### src/hdl/tofrp_pkg.sv
package tofrp_pkg;

  // command codes on the management command port
  localparam logic [7:0] CMD_CLEAR_FAULTS = 8'h03;
  localparam logic [7:0] CMD_TON_LIMIT    = 8'h62;
  localparam logic [7:0] CMD_TON_POLICY   = 8'h63;
  localparam logic [7:0] CMD_TIME_UNIT    = 8'hD2;

  // policy field positions
  localparam int RESP_MSB  = 7;
  localparam int RESP_LSB  = 6;
  localparam int RETRY_MSB = 5;
  localparam int RETRY_LSB = 3;
  localparam int DELAY_MSB = 2;
  localparam int DELAY_LSB = 0;

  // response selections
  localparam logic [1:0] RESP_IGNORE   = 2'h0;
  localparam logic [1:0] RESP_RUN_WAIT = 2'h1;
  localparam logic [1:0] RESP_DISABLE  = 2'h2;
  localparam logic [1:0] RESP_LATCH    = 2'h3;

  // retry codes
  localparam logic [2:0] RETRY_NONE    = 3'h0;
  localparam logic [2:0] RETRY_FOREVER = 3'h7;

  // reset values
  localparam logic [7:0]  POLICY_RST    = 8'hC0;
  localparam logic [15:0] LIMIT_RST     = 16'h0032;
  localparam logic [7:0]  TIME_UNIT_RST = 8'h00;

  // timing
  localparam int CLK_PERIOD_NS = 8;
  localparam int MS_NS         = 1_000_000;
  localparam int MS_CYC        = MS_NS / CLK_PERIOD_NS;

  typedef struct packed {
    logic        wr;
    logic        rd;
    logic [7:0]  code;
    logic [15:0] data;
  } tofrp_cmd_t;

endpackage

### src/hdl/tofrp_ticker.sv
`timescale 1ns/10ps
`default_nettype none
module tofrp_ticker #(
  parameter int W = 17
) (
  // clock and reset
  input  wire logic         clk_i,
  input  wire logic         rst_b_i,
  // control
  input  wire logic [W-1:0] period_i,
  input  wire logic         restart_i,
  // tick out
  output logic              tick_o
);

  logic [W-1:0] cnt_reg;
  logic [W-1:0] cnt_next;
  wire          wrap = (cnt_reg == period_i - W'(1));

  assign cnt_next = (restart_i || wrap) ? '0 : cnt_reg + W'(1);
  assign tick_o   = wrap && !restart_i;

  always_ff @(posedge clk_i or negedge rst_b_i)
  begin
    if (!rst_b_i)
      cnt_reg <= '0;
    else
      cnt_reg <= cnt_next;
  end

endmodule // tofrp_ticker
`default_nettype wire

### src/hdl/tofrp_policy.sv
`timescale 1ns/10ps
`default_nettype none
module tofrp_policy #(
  parameter int MS_CYC = tofrp_pkg::MS_CYC
) (
  // clock and reset (reset also stands for bias loss)
  input  wire logic                  clk_i,
  input  wire logic                  rst_b_i,
  // management command port
  input  wire tofrp_pkg::tofrp_cmd_t cmd_i,
  output logic [15:0]                rd_data_o,
  // converter side
  input  wire logic                  on_cmd_i,
  input  wire logic                  vout_ok_i,
  input  wire logic                  other_fault_i,
  input  wire logic                  fault_bit_clr_i,
  output logic                       out_en_o,
  output logic                       fault_o,
  output logic [2:0]                 attempts_o
);

  typedef enum logic [2:0] {
    ST_OFF, ST_START, ST_RUN, ST_HOLD, ST_WAIT, ST_LATCH
  } tofrp_state_t;

  tofrp_state_t state_reg;
  tofrp_state_t state_next;
  logic [7:0]   policy_reg;
  logic [15:0]  limit_reg;
  logic [7:0]   unit_reg;
  logic [15:0]  ms_cnt_reg;
  logic [2:0]   attempts_reg;
  logic [2:0]   attempts_next;
  logic         flag_reg;
  logic         on_d_reg;
  logic         out_en_reg;
  logic [15:0]  rd_data_reg;
  logic         ms_tick;

  // register decode
  wire wr_limit  = cmd_i.wr && (cmd_i.code == tofrp_pkg::CMD_TON_LIMIT);
  wire wr_policy = cmd_i.wr && (cmd_i.code == tofrp_pkg::CMD_TON_POLICY);
  wire wr_unit   = cmd_i.wr && (cmd_i.code == tofrp_pkg::CMD_TIME_UNIT);
  wire clr_all   = cmd_i.wr && (cmd_i.code == tofrp_pkg::CMD_CLEAR_FAULTS);

  wire [1:0] resp  = policy_reg[tofrp_pkg::RESP_MSB:tofrp_pkg::RESP_LSB];
  wire [2:0] retry = policy_reg[tofrp_pkg::RETRY_MSB:tofrp_pkg::RETRY_LSB];
  wire [2:0] dfld  = policy_reg[tofrp_pkg::DELAY_MSB:tofrp_pkg::DELAY_LSB];

  // unit scale and count decode
  // unit from 0xD2
  // vout fault unit shared; one unit is (unit_reg + 1) ms
  wire [16:0] unit_ms  = 17'(unit_reg) + 17'd1;
  wire [15:0] delay_ms = 16'(unit_ms << dfld);
  wire        delay_done = (ms_cnt_reg >= delay_ms);

  // turn-on timeout, zero limit disables it
  wire fault_det = (state_reg == ST_START) && !vout_ok_i &&
                   (limit_reg != 16'h0000) && (ms_cnt_reg >= limit_reg);

  // no retry code latches off; bounded count; unlimited
  wire may_retry = (retry == tofrp_pkg::RETRY_FOREVER) ||
                   ((retry != tofrp_pkg::RETRY_NONE) && (attempts_reg < retry));
  wire tofrp_state_t retry_state = may_retry ? ST_WAIT : ST_LATCH;

  wire on_fall  = on_d_reg && !on_cmd_i;
  // any clear path; a new detection wins over the clear
  wire flag_clr = clr_all || fault_bit_clr_i || on_fall;
  wire flag_set = fault_det && (resp != tofrp_pkg::RESP_IGNORE);
  wire flag_next = flag_set || (flag_reg && !flag_clr);

  wire restart_tick = (state_next != state_reg);

  tofrp_ticker #(
    .W (17)
  ) u_ms_tick (
    .clk_i     (clk_i),
    .rst_b_i   (rst_b_i),
    .period_i  (17'(MS_CYC)),
    .restart_i (restart_tick),
    .tick_o    (ms_tick)
  );

  always_comb
  begin
    state_next = state_reg;
    unique case (state_reg)
      ST_OFF:   if (on_cmd_i) state_next = ST_START;
      ST_START:
        if (vout_ok_i)
          state_next = ST_RUN;
        else if (fault_det)
          unique case (resp)
            tofrp_pkg::RESP_IGNORE:   state_next = ST_RUN;
            tofrp_pkg::RESP_RUN_WAIT: state_next = ST_HOLD;
            tofrp_pkg::RESP_DISABLE:  state_next = retry_state;
            tofrp_pkg::RESP_LATCH:    state_next = ST_LATCH;
          endcase
      ST_RUN:   state_next = ST_RUN;
      // keep running for the delay, then retry or latch off per the retry code if still failing
      ST_HOLD:  if (delay_done) state_next = vout_ok_i ? ST_RUN : retry_state;
      ST_WAIT:  if (delay_done) state_next = ST_START;
      ST_LATCH: if (!flag_reg) state_next = ST_START;
    endcase
    // off command or another fault ends any sequence
    if (other_fault_i && state_reg != ST_OFF)
      state_next = ST_LATCH;
    if (!on_cmd_i)
      state_next = ST_OFF;
  end

  // fresh retry count after clear or off
  always_comb
  begin
    attempts_next = attempts_reg;
    if (state_reg == ST_WAIT && state_next == ST_START &&
        retry != tofrp_pkg::RETRY_FOREVER)
      attempts_next = attempts_reg + 3'd1;
    if (state_next == ST_OFF || (flag_reg && !flag_next))
      attempts_next = 3'd0;
  end

  wire out_en_next = (state_next == ST_START) || (state_next == ST_RUN) ||
                     (state_next == ST_HOLD);

  wire [15:0] rd_data_next =
    (cmd_i.code == tofrp_pkg::CMD_TON_LIMIT)  ? limit_reg :
    (cmd_i.code == tofrp_pkg::CMD_TON_POLICY) ? {8'h00, policy_reg} :
    (cmd_i.code == tofrp_pkg::CMD_TIME_UNIT)  ? {8'h00, unit_reg} :
    16'h0000;

  always_ff @(posedge clk_i or negedge rst_b_i)
  begin
    if (!rst_b_i)
    begin
      policy_reg <= tofrp_pkg::POLICY_RST;
      limit_reg  <= tofrp_pkg::LIMIT_RST;
      unit_reg   <= tofrp_pkg::TIME_UNIT_RST;
    end
    else
    begin
      if (wr_policy) policy_reg <= cmd_i.data[7:0];
      if (wr_limit)  limit_reg  <= cmd_i.data;
      if (wr_unit)   unit_reg   <= cmd_i.data[7:0];
    end
  end

  always_ff @(posedge clk_i or negedge rst_b_i)
  begin
    if (!rst_b_i)
    begin
      state_reg    <= ST_OFF;
      attempts_reg <= 3'd0;
      flag_reg     <= 1'b0;
      on_d_reg     <= 1'b0;
      out_en_reg   <= 1'b0;
      rd_data_reg  <= 16'h0000;
    end
    else
    begin
      state_reg    <= state_next;
      attempts_reg <= attempts_next;
      flag_reg     <= flag_next;
      on_d_reg     <= on_cmd_i;
      out_en_reg   <= out_en_next;
      if (cmd_i.rd) rd_data_reg <= rd_data_next;
    end
  end

  // elapsed ms in the current state; saturates so a long state never wraps
  always_ff @(posedge clk_i or negedge rst_b_i)
  begin
    if (!rst_b_i)
      ms_cnt_reg <= 16'h0000;
    else if (restart_tick)
      ms_cnt_reg <= 16'h0000;
    else if (ms_tick && ms_cnt_reg != 16'hFFFF)
      ms_cnt_reg <= ms_cnt_reg + 16'd1;
  end

  assign out_en_o   = out_en_reg;
  assign fault_o    = flag_reg;
  assign attempts_o = attempts_reg;
  assign rd_data_o  = rd_data_reg;
endmodule // tofrp_policy
`default_nettype wire

### config.mk
export PLATFORM = sky130hd
export DESIGN_NAME = tofrp_policy
export DESIGN_NICKNAME = d
export VERILOG_FILES = /design/src/hdl/tofrp_pkg.sv /design/src/hdl/tofrp_ticker.sv /design/src/hdl/tofrp_policy.sv
export SDC_FILE = /design/constraint.sdc
export NUM_CORES = 1
export LEC_CHECK = 0
export ABC_CLOCK_PERIOD_IN_PS = 3720
export BUFFER_PORTS_ARGS = -buffer_cell sky130_fd_sc_hd__buf_2
export CAP_MARGIN = 20
export CORE_MARGIN = 2
export CORE_UTILIZATION = 55
export CTS_BUF_LIST = sky130_fd_sc_hd__clkbuf_8 sky130_fd_sc_hd__clkbuf_16
export CTS_CLUSTER_DIAMETER = 150
export CTS_CLUSTER_SIZE = 16
export DETAILED_ROUTE_END_ITERATION = 8
export HOLD_SLACK_MARGIN = 0.05
export PLACE_DENSITY = 0.77
export SLEW_MARGIN = 20
export SYNTH_ARGS = -nofsm -noshare
export SYNTH_HDL_FRONTEND = slang
export SYNTH_SLANG_ARGS = --single-unit
### constraint.sdc
create_clock -name clk_i -period 3.72 [get_ports clk_i]
set_clock_uncertainty 0.1 [all_clocks]
set_input_delay 0.744 -clock clk_i [delete_from_list [all_inputs] [get_ports clk_i]]
set_output_delay 0.744 -clock clk_i [all_outputs]
set_load 0.03 [all_outputs]
Yosys cells after proc, flatten, opt, wreduce, memory -nomap -nowiden
Cells that the tools add are included. Widths: inputs -> output; s select.

Add/sub/neg operators: 4. $mul: 0. Div/mod/pow operators: 0. $lt $le $gt $ge: 3. Equal/unequal tests: 20. Shift operators: 1. Mux-type cells: 19. Bitwise gates (word level): 0. Reduce and logical (&&, ||, !) cells: 39.

Operators by type and width (number): $mux 16 (3); $ge 16x16->1 (2); $mux 3 (10); $pmux 3 s6 (1); $add 17x1->17 const B (1); $eq 17x17->1 const B (1); $logic_and 1x1->1 (17); $mux 17 (1); $add 16x1->16 const B (1); $eq 8x7->1 const B (2); $mux 8 (2); $ne 16x16->1 const B (1); $reduce_bool 16->1 (1); $shl 9x3->16 (1); $eq 3x2->1 const B (4); $pmux 3 s4 (1); $add 8x1->9 const B (1); $eq 3x3->1 const B (3); $eq 8x2->1 const B (1); $eq 8x8->1 const B (1); $logic_or 1x1->1 (8); $eq 3x1->1 const B (2); $logic_not 3->1 (2); $reduce_bool 2->1 (3); other kinds (10) (16).

Bits in registers: 90. Latch bits: 0. RAM bits: 0. Bits in read-only memories: 0. Input port bits: 32. Output and inout bits: 21. Logic and storage cells: 97. Memories kept: 0.

Longest topological paths before layout
Word-level depth: 16. Mapped depth: 18. Depth with buffers taken out: 16.

By module
Synthesis repeated with hierarchy kept, for this count alone.

Cell total of the unflattened synthesis: 684. Area, all modules: 6287.3 µm².

Modules (own cells, without submodules): tofrp_policy (times used 1, cells each 523, area an instance 4933.5 µm², sequential area each 1833.0 µm²); tofrp_ticker (times used 1, cells each 161, area an instance 1353.8 µm², sequential area each 425.4 µm²).

Least setup slack after synthesis
OpenSTA, ideal clock, no wires.

Kind: register -> register. From: register unit_reg[0]. To: register u_ms_tick.cnt_reg[11]. Setup time: 95 ps. Arrival: 3522 ps. Required time: 3525 ps. Slack: 3 ps. Cell stages (with the launch flop): 19. Path buffers: 2. Period minus slack after synthesis: 3717 ps. Path through: dfrtp_1 > ha_1 > clkbuf_1 > nor2b_1 > nand2_1 > a21oi_1 > a21oi_1 > o21a_1 > mux2_2 > a22oi_1 > ha_1 > o21ai_0 > o22ai_1 > a31oi_4 > a31oi_4 > a2bb2oi_2 > o211a_1 > buf_4 > nor4b_2.

Longest elaborated chain between the ends: 10. Elaborated cells between the ends (all ways): 11. Classes of those cells: 1 x add/sub; 1 x order compare; 1 x eq/ne; 1 x shift; 6 x mux; 1 x reduce/logical.

RTL lines: start, declared (line tofrp_policy.sv:30) `logic [7:0] unit_reg;`; start signal, assigned (line tofrp_policy.sv:138) `unit_reg <= tofrp_pkg::TIME_UNIT_RST;`; start signal, assigned (line tofrp_policy.sv:144) `if (wr_unit) unit_reg <= cmd_i.data[7:0];`; $add 8x1->9 (*) (line tofrp_policy.sv:53) `wire [16:0] unit_ms = 17'(unit_reg) + 17'd1;`; $shl 9x3->16 (*) (line tofrp_policy.sv:54) `wire [15:0] delay_ms = 16'(unit_ms << dfld);`; $ge 16x16->1 (*) (line tofrp_policy.sv:55) `wire delay_done = (ms_cnt_reg >= delay_ms);`; $mux 3 (on tied branches) (line tofrp_policy.sv:102, tofrp_policy.sv:101); $pmux 3 s6 (*) (line tofrp_policy.sv:87) `unique case (state_reg)`; $mux 3 (*) (line tofrp_policy.sv:106) `if (other_fault_i && state_reg != ST_OFF)`; $mux 3 (*) (line tofrp_policy.sv:108) `if (!on_cmd_i)`; $ne 3x3->1 (*) (line tofrp_policy.sv:72) `wire restart_tick = (state_next != state_reg);`; $logic_or 1x1->1 (*) (line tofrp_ticker.sv:20) `assign cnt_next = (restart_i || wrap) ? '0 : cnt_reg + W'(1);`; $mux 17 (*) (line tofrp_ticker.sv:20); named net u_ms_tick.cnt_next[11] (line tofrp_ticker.sv:17) `logic [W-1:0] cnt_next;`; end signal, assigned (line tofrp_ticker.sv:28) `cnt_reg <= cnt_next;`; end, declared (line tofrp_ticker.sv:16) `logic [W-1:0] cnt_reg;`.

The timed path passes the listed nets; every way through them passes the cells marked *. A chain may end at the register's enable or synchronous reset.

Final worst setup path
From: register unit_reg[1]. To: register u_ms_tick.cnt_reg[12].

The elaborated chain is that of the path after synthesis.

==> reports/metrics.cfg <==
[yosys]
synth_ff_type=dfrtp_1
yosysTopAreaCell=dfrtp_1
synth_area_mm2=0.00618
yosysMostFrequentCell=dfrtp_1
yosys.area.top_type_share_pct=34.4
synth_edf_count=0
avgSynthCellArea_um2=9.79
netlist_instances=631
ys_ff_latch=90
synthTopCellsByArea=dfrtp_1 34%, ha_1 7.7%, mux2_2 6.4%
ys_warn_count=0
async_flop_share_pct=100
yosysSeqAreaShare_pct=36.6
synth_fp_nets=701
yosys.cell_types.count=76
ys_top_cells_by_count=85 x dfrtp_1, 53 x nor2_1, 50 x nand2_1

[cts]
worst_skew_pair.late_latency_ns=0.39
clkTransAtPathRegs_ns=0.11
clockBufferDepth=2
cts_buffers=9
cts_root_buf=clkbuf_8
h-tree-depth=3
cts.sinks=90
cts_tree=built

[route]
vias=5249
ant_nets=0
avgRoutedWirePerCell_um=19.6
drt_first_pass_iters=5
routed_wirelength_mm=16.7
vias_per_cell=6.19
drtIter0Drc=405
drc=0

[timing]
rsz0062_at_grt=yes
setup_viol=33
drv_slew=0
timing.final.ws_setup_ns=-0.0848
min_period_ns=3.80
min_period_over_period_pct=102
hold_viol=0
max_freq_mhz=263
relSlewSlack_pct=53.7
worst_slew_pin_slew_ns=0.693

[floorplanning]
start_util_pct=56.7
dieArea_mm2=0.0121
pin_count=53
die_w_um=110
num_rows=38
core_mm2=0.0109
fp.dieH_um=110

[setup_path]
arrival_ns=3.97
worstPathBufferInverterCount=1
critPathMaxStageDelay_ns=0.42
critPathTopFamily=compound AO/OA/AOI/OAI gates
critPathSlowestCell=dfrtp_1
critPathMaxFanout=16
critPathKind=flop to flop
cp-end-kind=flop
cp.required_ns=3.88
critPathLaunchType=flop
crit_chain=ha_4, nor2b_4, nand2_1, a21oi_1, a21oi_1, o21a_1, mux2_2, a22oi_2, ha_4, nand4_1, o22ai_2, a31oi_4, a31oi_4, a2bb2oi_4, nor4_4, buf_6, nor4_2

[layout]
fin_nets=773
largest_reg_flops=17
diodes=0
stdcell_count=848
final.fill_count=791
drive_gt1_share_pct=32.5
area_growth_pct=19.5

[pwr]
power_density_mw_per_mm2=303
p_int_w=0.00149
power_w=0.00224
p_leak_nw=3.08
power_frac_clock_pct=28.6
p_comb_share_pct=24.1
p_seq_share_pct=47.3
vdd_drop_max_uv=221
power_switching_w=0.000747
swShare_pct=33.4

[placed_design]
port_buffers=52
dp_hpwl_mm=10.9
place_ws_ns=-0.207
dp_cells=816
place.gp.congestion=0.935

[run_status]
violations=negative setup slack
status=finished with violations

[global_route]
grt_pass1_vias=5285
grt_usage_pct=27.6
grt_pass1_wl_mm=25.7
grt_overflow_total=0
grt_max_degree=39
antenna_found_initial=0

[hold_path]
hold_path.class=input port to asynchronous set/reset pin

[job]
max_cap_viol_count=0

## layout make-up
class / count / area (µm²) / share of cell area, %
multi-input combinational: 471 / 3940 / 53.3
sequential: 90 / 2260 / 30.6
inverter: 42 / 158 / 2.14
clock buffer: 9 / 124 / 1.68
clock inverter: 7 / 53.8 / 0.729
timing repair buffer: 89 / 674 / 9.13
tap: 140 / 175 / 2.37
## power groups by stage
| stage | registers (W) | clock network (W) | logic (W) |
|---|---|---|---|
| after CTS | 0.00105 | 0.000647 | 0.000465 |
| after global routing | 0.00106 | 0.000688 | 0.000577 |
| after global placement | 0.00107 | 0 | 0.000401 |
| after floorplan | 0.00107 | 0 | 0.000275 |
| after detailed placement | 0.00107 | 0 | 0.000412 |
| final | 0.00106 | 0.000639 | 0.000539 |
## layer usage
metal  up-vias  global-route usage [%]  share of wire (%)
met3        52                    4.82                3.8
met1      2620                    33.3                 41
met2       140                    47.0                 51
met5         -                       0                  0
li1       2437                       -                  -
met4         0                    14.7                4.0
## cells in the final DEF (no fill, tap or decap), drive strengths merged, types with 24 or more instances in the layout
master / instances
dfrtp: 85
buf: 85
nor2: 54
nand2: 50
inv: 46
ha: 38
mux2: 35
nor4: 35
a21oi: 30
o21ai: 24
## cells by family (layout without fill, tap and decap cells)
group                    after synthesis  in the layout  share of synthesized area [%]
AO/OA/AOI/OAI                        110            110                           12.9
XOR/XNOR                              33             33                           4.68
adder cells (fa/ha/maj)               38             38                           7.70
buffers and inverters                 70            147                           5.02
flip-flops                            90             90                           36.6
multiplexers                          49             49                           8.65
AND/OR/NAND/NOR                      241            241                           24.5
## stage by stage
| stage | TNS [ns] | cell area, µm² | utilization [%] | hold slack (ns) |
|---|---|---|---|---|
| 6_report | -2.07 | 7380 | 67.8 | 0.220 |
| 5_1_grt | -8.52 | 7380 | 67.8 | 0.220 |
| 4_1_cts | 0 | 7050 | 64.8 | 0.214 |
| 3_5_place_dp | -4.55 | 6660 | 61.2 | 0.417 |
| 3_3_place_gp | -0.186 | 6660 | 61.2 | 0.407 |
| 2_1_floorplan | 0 | 6180 | - | 0.348 |
## repair_timing
item	CTS	global route
pin swaps	9	20
hold buffers	0	0
cloned	2	4
buffers inserted	6	4
setup endpoints to repair	36	38
resized for setup	31	38
## worst register-to-register path, cell delays in order (launching register included)
cell       delay [ns]
dfrtp_1          0.42
ha_4             0.21
nor2b_4          0.17
nand2_1          0.06
a21oi_1          0.15
a21oi_1          0.05
o21a_1           0.12
mux2_2           0.29
a22oi_2          0.23
ha_4             0.23
nand4_1          0.16
o22ai_2          0.12
a31oi_4          0.23
a31oi_4          0.14
a2bb2oi_4        0.18
nor4_4           0.42
buf_6            0.30
nor4_2           0.08
## path summary, 6_finish.rpt
path / end / depth (start not counted) / startpoint / slack (ns)
max: u_ms_tick.cnt_reg[12] / 17 / unit_reg[1] / -0.08
min: rd_data_o[14] / 1 / rst_b_i / 0.22
max reg2reg: u_ms_tick.cnt_reg[12] / 17 / unit_reg[1] / -0.08
min reg2reg: rd_data_o[8] / 2 / rd_data_o[8] / 0.43
max in group asynchronous: limit_reg[5] / 2 / rst_b_i / 2.52
min in group clk_i: rd_data_o[8] / 2 / rd_data_o[8] / 0.43
(Power assumes the default switching activity.)
